[src/pls_regs.svh]
// constants for the port indicator split logic
// assumes a 100 MHz system clock
`ifndef PLS_REGS_SVH
`define PLS_REGS_SVH

// ****************************************************
// geometry
// ****************************************************
`define PLS_NUM_CAGES 8
`define PLS_LINK_TYPES 7
`define PLS_STATE_LEDS 4

// ****************************************************
// link type positions within one cage vector
// ****************************************************
`define PLS_LK_FULL 0
`define PLS_LK_FIRST_HALF 1
`define PLS_LK_SECOND_HALF 2
`define PLS_LK_FIRST_LANE 3
`define PLS_LK_SECOND_LANE 4
`define PLS_LK_THIRD_LANE 5
`define PLS_LK_FOURTH_LANE 6

// ****************************************************
// timing
// ****************************************************
`define PLS_CLK_KHZ 100000
`define PLS_DEBOUNCE_MS 20
`define PLS_BLINK_HALF_MS 250
`define PLS_DEBOUNCE_CYCLES (`PLS_DEBOUNCE_MS * `PLS_CLK_KHZ)
`define PLS_BLINK_HALF_CYCLES (`PLS_BLINK_HALF_MS * `PLS_CLK_KHZ)

// ****************************************************
// reset values
// ****************************************************
`define PLS_STATE_LED_RESET 4'h0

`endif

[src/pls_pkg.sv]
// types for the port indicator split logic
// assumes pls_regs.svh is available on the include path
package pls_pkg;

    // ****************************************************
    // indication state, one-hot
    // ****************************************************
    typedef enum logic [4:0] {
        PLS_ST0 = 5'b0_0001,
        PLS_ST1 = 5'b0_0010,
        PLS_ST2 = 5'b0_0100,
        PLS_ST3 = 5'b0_1000,
        PLS_ST4 = 5'b1_0000
    } pls_state_e;

    typedef logic [6:0] pls_link_t;

endpackage : pls_pkg

[src/pls_port_led.sv]
// front-panel port indicator split logic, top level
// assumes link inputs synchronous to clock_i, button raw
`timescale 1ns/1ps
`include "pls_regs.svh"

module pls_port_led #(
    parameter int unsigned DEBOUNCE_CYCLES = `PLS_DEBOUNCE_CYCLES,
    parameter int unsigned BLINK_HALF_CYCLES = `PLS_BLINK_HALF_CYCLES
) (
    input wire logic clock_i,
    input wire logic resetn_i,
    input wire logic fixed_split_i,
    input wire logic split_button_i,
    input wire logic [`PLS_NUM_CAGES*`PLS_LINK_TYPES-1:0] link_up_i,
    input wire logic [`PLS_NUM_CAGES*`PLS_LINK_TYPES-1:0] traffic_i,
    input wire logic [`PLS_NUM_CAGES*`PLS_LINK_TYPES-1:0] fault_i,
    output logic [`PLS_NUM_CAGES-1:0] green_o,
    output logic [`PLS_NUM_CAGES-1:0] amber_o,
    output logic [`PLS_STATE_LEDS-1:0] state_led_o
);

    // ****************************************************
    // state
    // ****************************************************
    typedef struct packed {
        pls_pkg::pls_state_e state;
        logic [`PLS_NUM_CAGES-1:0] green;
        logic [`PLS_NUM_CAGES-1:0] amber;
        logic [`PLS_STATE_LEDS-1:0] state_led;
    } pls_top_s;

    pls_top_s s;
    pls_top_s next_s;
    logic press;
    logic blink;

    // ****************************************************
    // helpers
    // ****************************************************
    function automatic pls_pkg::pls_link_t one(input int unsigned pos);
        pls_pkg::pls_link_t m;
        m = '0;
        m[pos] = 1'b1;
        return m;
    endfunction : one

    // link types that drive the cage indicator in a given state
    function automatic pls_pkg::pls_link_t sel_mask(
        input pls_pkg::pls_state_e st,
        input logic fixed
    );
        pls_pkg::pls_link_t lanes;
        pls_pkg::pls_link_t m;
        lanes = one(`PLS_LK_FIRST_LANE) | one(`PLS_LK_SECOND_LANE) |
                one(`PLS_LK_THIRD_LANE) | one(`PLS_LK_FOURTH_LANE);
        m = '0;
        if (fixed) begin
            case (st)
                pls_pkg::PLS_ST2: begin
                    m = one(`PLS_LK_FIRST_HALF) |
                        one(`PLS_LK_SECOND_HALF);
                end
                pls_pkg::PLS_ST3: begin
                    m = lanes;
                end
                default: begin
                    m = one(`PLS_LK_FULL);
                end
            endcase
        end else begin
            case (st)
                pls_pkg::PLS_ST0: begin
                    m = '1;
                end
                pls_pkg::PLS_ST1: begin
                    m = one(`PLS_LK_FULL) | one(`PLS_LK_FIRST_HALF) |
                        one(`PLS_LK_FIRST_LANE);
                end
                pls_pkg::PLS_ST2: begin
                    m = one(`PLS_LK_FULL) | one(`PLS_LK_SECOND_HALF) |
                        one(`PLS_LK_SECOND_LANE);
                end
                pls_pkg::PLS_ST3: begin
                    m = one(`PLS_LK_FULL) | one(`PLS_LK_THIRD_LANE);
                end
                pls_pkg::PLS_ST4: begin
                    m = one(`PLS_LK_FULL) | one(`PLS_LK_FOURTH_LANE);
                end
                default: begin
                    m = '1;
                end
            endcase
        end
        return m;
    endfunction : sel_mask

    // cyclic step of the indication state
    function automatic pls_pkg::pls_state_e step(
        input pls_pkg::pls_state_e st,
        input logic fixed
    );
        pls_pkg::pls_state_e n;
        n = pls_pkg::PLS_ST0;
        case (st)
            pls_pkg::PLS_ST0: begin
                n = pls_pkg::PLS_ST1;
            end
            pls_pkg::PLS_ST1: begin
                n = pls_pkg::PLS_ST2;
            end
            pls_pkg::PLS_ST2: begin
                n = pls_pkg::PLS_ST3;
            end
            pls_pkg::PLS_ST3: begin
                n = fixed ? pls_pkg::PLS_ST1 : pls_pkg::PLS_ST4;
            end
            pls_pkg::PLS_ST4: begin
                n = fixed ? pls_pkg::PLS_ST1 : pls_pkg::PLS_ST0;
            end
            default: begin
                n = pls_pkg::PLS_ST0;
            end
        endcase
        return n;
    endfunction : step

    // ****************************************************
    // button and blink timer
    // ****************************************************
    pls_debounce #(
        .HOLD_CYCLES(DEBOUNCE_CYCLES)
    ) u_debounce (
        .clock_i(clock_i),
        .resetn_i(resetn_i),
        .button_i(split_button_i),
        .press_o(press)
    );

    pls_blink #(
        .HALF_CYCLES(BLINK_HALF_CYCLES)
    ) u_blink (
        .clock_i(clock_i),
        .resetn_i(resetn_i),
        .blink_o(blink)
    );

    // ****************************************************
    // next state and indicator decode
    // ****************************************************
    always_comb begin
        pls_pkg::pls_link_t mask;
        pls_pkg::pls_link_t up;
        pls_pkg::pls_link_t busy;
        pls_pkg::pls_link_t bad;
        logic all_state;
        mask = '0;
        up = '0;
        busy = '0;
        bad = '0;
        all_state = 1'b0;
        next_s = s;
        if (press) begin
            next_s.state = step(s.state, fixed_split_i);
        end
        mask = sel_mask(s.state, fixed_split_i);
        all_state = !fixed_split_i && (s.state == pls_pkg::PLS_ST0);
        for (int c = 0; c < `PLS_NUM_CAGES; c++) begin
            up = link_up_i[c*`PLS_LINK_TYPES +: `PLS_LINK_TYPES] & mask;
            busy = traffic_i[c*`PLS_LINK_TYPES +: `PLS_LINK_TYPES] & up;
            bad = fault_i[c*`PLS_LINK_TYPES +: `PLS_LINK_TYPES] & mask;
            // selected sets other than non-fixed ST0 and fixed ST2/ST3 hold one live link, so any-of follows it
            if (all_state || bad == '0) begin
                next_s.amber[c] = 1'b0;
                next_s.green[c] = (up != '0) &&
                    (busy == '0 || blink);
            end else begin
                next_s.green[c] = 1'b0;
                next_s.amber[c] = blink;
            end
        end
        if (fixed_split_i) begin
            next_s.state_led = `PLS_STATE_LED_RESET;
        end else begin
            next_s.state_led = s.state[4:1];
        end
    end

    always_ff @(posedge clock_i or negedge resetn_i) begin
        if (!resetn_i) begin
            s.state <= pls_pkg::PLS_ST0;
            s.green <= '0;
            s.amber <= '0;
            s.state_led <= `PLS_STATE_LED_RESET;
        end else begin
            s <= next_s;
        end
    end

    // one indicator pair per cage
    assign green_o = s.green;
    assign amber_o = s.amber;
    assign state_led_o = s.state_led;

endmodule : pls_port_led

[src/pls_debounce.sv]
// button synchroniser and debouncer, one pulse per press
// assumes a raw active-high button level, any timing
`timescale 1ns/1ps
module pls_debounce #(
    parameter int unsigned HOLD_CYCLES = 32'h001e_8480
) (
    input wire logic clock_i,
    input wire logic resetn_i,
    input wire logic button_i,
    output logic press_o
);

    typedef struct packed {
        logic sync_a;
        logic sync_b;
        logic stable;
        logic [31:0] count;
        logic press;
    } pls_deb_s;

    pls_deb_s s;
    pls_deb_s next_s;

    always_comb begin
        next_s = s;
        next_s.sync_a = button_i;
        next_s.sync_b = s.sync_a;
        next_s.press = 1'b0;
        // level must hold for the full window before it is believed
        if (s.sync_b == s.stable) begin
            next_s.count = 32'h0000_0000;
        end else if (s.count >= HOLD_CYCLES - 32'h0000_0001) begin
            next_s.count = 32'h0000_0000;
            next_s.stable = s.sync_b;
            next_s.press = s.sync_b;
        end else begin
            next_s.count = s.count + 32'h0000_0001;
        end
    end

    always_ff @(posedge clock_i or negedge resetn_i) begin
        if (!resetn_i) begin
            s <= '0;
        end else begin
            s <= next_s;
        end
    end

    assign press_o = s.press;

endmodule : pls_debounce

[src/pls_blink.sv]
// shared blink timer for all flashing indicators
// assumes one system clock
`timescale 1ns/1ps
module pls_blink #(
    parameter int unsigned HALF_CYCLES = 32'h017d_7840
) (
    input wire logic clock_i,
    input wire logic resetn_i,
    output logic blink_o
);

    typedef struct packed {
        logic [31:0] count;
        logic phase;
    } pls_blink_s;

    pls_blink_s s;
    pls_blink_s next_s;

    always_comb begin
        next_s = s;
        if (s.count >= HALF_CYCLES - 32'h0000_0001) begin
            next_s.count = 32'h0000_0000;
            next_s.phase = ~s.phase;
        end else begin
            next_s.count = s.count + 32'h0000_0001;
        end
    end

    always_ff @(posedge clock_i or negedge resetn_i) begin
        if (!resetn_i) begin
            s <= '0;
        end else begin
            s <= next_s;
        end
    end

    assign blink_o = s.phase;

endmodule : pls_blink

[config.mk]
export PLATFORM = sky130hd
export DESIGN_NAME = pls_port_led
export DESIGN_NICKNAME = d
export VERILOG_FILES = /design/src/pls_pkg.sv /design/src/pls_port_led.sv /design/src/pls_debounce.sv /design/src/pls_blink.sv
export VERILOG_INCLUDE_DIRS = /design/src /design/src/src
export SDC_FILE = /design/constraint.sdc
export NUM_CORES = 1
export LEC_CHECK = 0
export ABC_AREA = 1
export BUFFER_PORTS_ARGS = -buffer_cell sky130_fd_sc_hd__buf_2
export CORE_ASPECT_RATIO = 2
export CORE_MARGIN = 2
export CORE_UTILIZATION = 52
export CTS_CLUSTER_SIZE = 28
export DETAILED_ROUTE_END_ITERATION = 10
export GPL_TIMING_DRIVEN = 0
export PLACE_DENSITY = 0.84
export SLEW_MARGIN = 10
export SYNTH_ARGS = -nofsm -noshare
export SYNTH_HDL_FRONTEND = slang
export SYNTH_HIERARCHICAL = 1
export SYNTH_SLANG_ARGS = --single-unit
[constraint.sdc]
create_clock -name clock_i -period 2.29 [get_ports clock_i]
set_input_delay 0.5725 -clock clock_i [delete_from_list [all_inputs] [get_ports clock_i]]
set_output_delay 0.5725 -clock clock_i [all_outputs]
set_load 0.01 [all_outputs]
==> metrics.md <==
| Metric | Value |
|---|---|
| Final setup TNS | 0 ns |
| Clock-pin slew on the worst setup and hold paths | around 0.060 ns |
| Crit path arrival time | between 2 and 2.5 ns |
| Die area | 12,500 um^2 |
| Hold Vio Cnt, Final | 0 |
| DR pass1 iterations | 5 |
| Synthesized instance count | slightly below 900 |
| Final Non-Filler Cells | 1,245 |
| Pwr Density | 733 nW/um^2 |
| Yosys reg bits | 94 |
| CP Launch Point | s[21] |
| IO Pins | 192 |
| Footprint of the multi-input gates | 3180 um^2 |
| CP max-delay cell | dfrtp_2 |
| Fmax | 455 MHz |
| Worst path most repeated cell | nand2_1 |
| Setup Viol. Count Final | 0 |
| Worst path max stage delay | 0.45 ns |
| Pre-CTS setup slack | -0.0420 ns |
| Post-route design area | 7540 um^2 |
| Post-layout net count | 1,273 |
| Clock buffer depth | 2 |
| Clock sinks | 94 |
| Global route total overflow | 0 |
| Sequential area share after synthesis | 39.1% |
| Final WS setup | 0.0900 ns |
| CP max FO | 10 |
| Port Buffers | 191 |
| H-tree levels | 3 |
| WP data required | 2.55 ns |
| FF+latch area | between 2000 and 2500 um^2 |
| Largest net degree at the start of global routing | 67 |
| Via density per instance | approximately 5.3 |
| Initial Utilization | 53.3% |
| CTS tree | built |
| Filler Cell Count | 1,051 |
| Synth Warn # | 6 |
| Final Cycle Share | 96.1% |
| Core ar. | 11,300 um^2 |
| Peak supply drop | 0.000524 V |
| Critical path class | register to register |
| Root buf cell | clkbuf_16 |
| Initial detailed-routing violation count | 435 |
| Status | finished clean |
| Leak | roughly 4.0 nW |
| Commonest non-fill, non-tap cell in the layout | nand2_1 |
| Slew @ Worst Pin | 0.657 ns |
| Most frequent cells in the layout | nand2_1, buf_2, nor2_1 |
| PnR Total Power | 5.52 mW |
| Drt total wl | 19.2 mm |
| DIE WIDTH | 80.0 um |
| Crit-path cells | nor2_4 -> nand2_1 -> nor2_2 -> nor2_2 -> nand3_2 -> nand2_1 -> buf_4 -> nand2_1 -> nand2_1 -> nor2_2 -> nand2_1 -> nand2_1 -> nand2_1 -> nor2_1 |
| Die Ht | between 150 and 200 um |
| Placed Cells | 1,230 |
| Area Growth Syn to Fin | 25.3% |
| Antenna diodes | 0 |
| CP Capture Type | register |
| Rows | 55 |
| Routed Antenna Nets | 0 |
| Mapped Area | about 6000 um^2 |
| Mapped Avg Cell Area | 6.83 um^2 |
| Max-Cap Viols | 0 |
| Drc violations | 0 |
| Rel. slew slack | a little under three fifths |
| Area after DPL | 7240 um^2 |
| Final Skew | 0.00909 ns |
| Clock latency on the worst-skew pair | about 0.35 ns |
| Initial antenna violation count | 0 |
| RD Place Congestion | 1.02 |
| TritonCTS buffer count | 9 |
| Hold Buf Count CTS | 0 |
| Min Clock Period, post-route | 2.20 ns |
| Critical path launch point type | register |
| Placed wire-length estimate | approximately 15 mm |
| First-pass GRT wire length | 29.9 mm |
| Routed len/inst | 15.4 um |
| Hold Path Class | input pin to async pin |
| Global Route Usage Sum | 31.4% |
| Yosys cell types | 36 |
| Vias in the first global route | 6,471 |
| Share of cells above drive strength 1 | a little over a quarter |
| Vias after detailed routing | approximately 6,500 |
| Slew Limit Fails | 0 |
| Worst R2R Start | s[21] |
-- area by class of cell --
class	count	share of cell area, %
clock buffer	9	2.99
timing repair buffer	192	13.1
tap	142	2.36
buffer	44	4.30
clock inverter	6	0.531
sequential	94	31.2
inverter	66	3.29
multi-input combinational	692	42.2
-- registers in the layout (all words and copies together), names as in the netlist --
name / count
u_debounce/next_s: 1
u_blink/s: 32
amber_o: 8
green_o: 8
u_debounce/press_o: 1
u_debounce/s: 34
u_blink/blink_o: 1
s: 5
state_led_o: 4
-- report_power, final --
part / internal (mW) / total, mW / switching, mW
sequential: 1.82 / 1.90 / 0.0810
clock: 0.725 / 1.36 / 0.632
combinational: 0.838 / 2.26 / 1.43
-- path summary, 6_finish.rpt --
check | end | slack [ns] | cells past startpoint
setup / recovery | green_o[6] | 0.09 | 14
hold / removal | state_led_o[1] | 0.16 | 1
setup reg to reg | green_o[6] | 0.09 | 14
hold reg to reg | u_debounce/s[34] | 0.35 | 0
max in group asynchronous | s[20] | 1.48 | 2
min in group clock_i | u_debounce/next_s[34] | 0.34 | 1
-- worst max-delay path: cells and delay by family, from the launching register on --
kind                   cells  cell delay [ns]
flip-flops                 1             0.45
buffers and inverters      1             0.25
AND/OR/NAND/NOR           13             1.40
-- through the flow --
stage,hold slack [ns],util [%]
floorplan,0.277,-
finish,0.156,66.8
global route,0.178,66.8
global placement,0.333,63.9
CTS,0.161,66.5
detailed placement,0.336,64.1
-- logic make-up (layout without fill, tap and decap cells) --
| kind of cell | Yosys count | count (layout) | share of synthesized area [%] |
|---|---|---|---|
| flip-flops | 94 | 94 | 39.1 |
| AO/OA/AOI/OAI | 42 | 42 | 4.04 |
| XOR/XNOR | 24 | 24 | 3.50 |
| buffers and inverters | 110 | 317 | 9.18 |
| other | 2 | 18 | 0.125 |
| AND/OR/NAND/NOR | 606 | 606 | 43.6 |
| adder cells (fa/ha/maj) | 2 | 2 | 0.416 |
-- metal layers --
| layer | global-route usage, % | vias up | wire length [um] |
|---|---|---|---|
| met4 | 23.0 | 0 | 1580 |
| met2 | 58.6 | 333 | 10100 |
| met3 | 4.34 | 111 | 1180 |
| met5 | 0 | - | 0 |
| met1 | 29.7 | 2915 | 6300 |
| li1 | - | 3186 | - |
-- cell usage after synthesis --
library cell,n,area share (%)
dfstp_2,1,0.44
o21ai_0,9,0.75
xor2_1,21,3.1
nand3_4,1,0.29
a31oi_1,4,0.42
conb_1,2,0.12
inv_2,4,0.25
a21oi_2,1,0.15
nand3_1,92,7.7
buf_4,23,2.9
buf_1,2,0.12
nand2_4,2,0.37
nand2_2,7,0.73
nand4_1,23,2.4
nand3_2,3,0.50
or2_0,1,0.10
nor2_2,21,2.2
a21boi_0,8,1.0
o211ai_1,1,0.12
xnor2_1,3,0.44
dfrtp_1,93,39
and3_1,2,0.21
clkbuf_1,5,0.31
and2_0,1,0.10
nor3_2,1,0.17
a21oi_1,18,1.5
nor2_1,148,9.2
nand2_1,281,18
inv_1,62,3.9
buf_2,9,0.75
nor2_4,2,0.37
ha_1,2,0.42
buf_8,1,0.25
nor3_1,21,1.7
buf_6,4,0.75
o22ai_1,1,0.10
-- what timing repair did --
action	in CTS	in global routing
setup endpoints to repair	0	11
gates resized for setup	0	19
setup buffers	0	0
No activity file was read; power rests on OpenSTA's default activity.
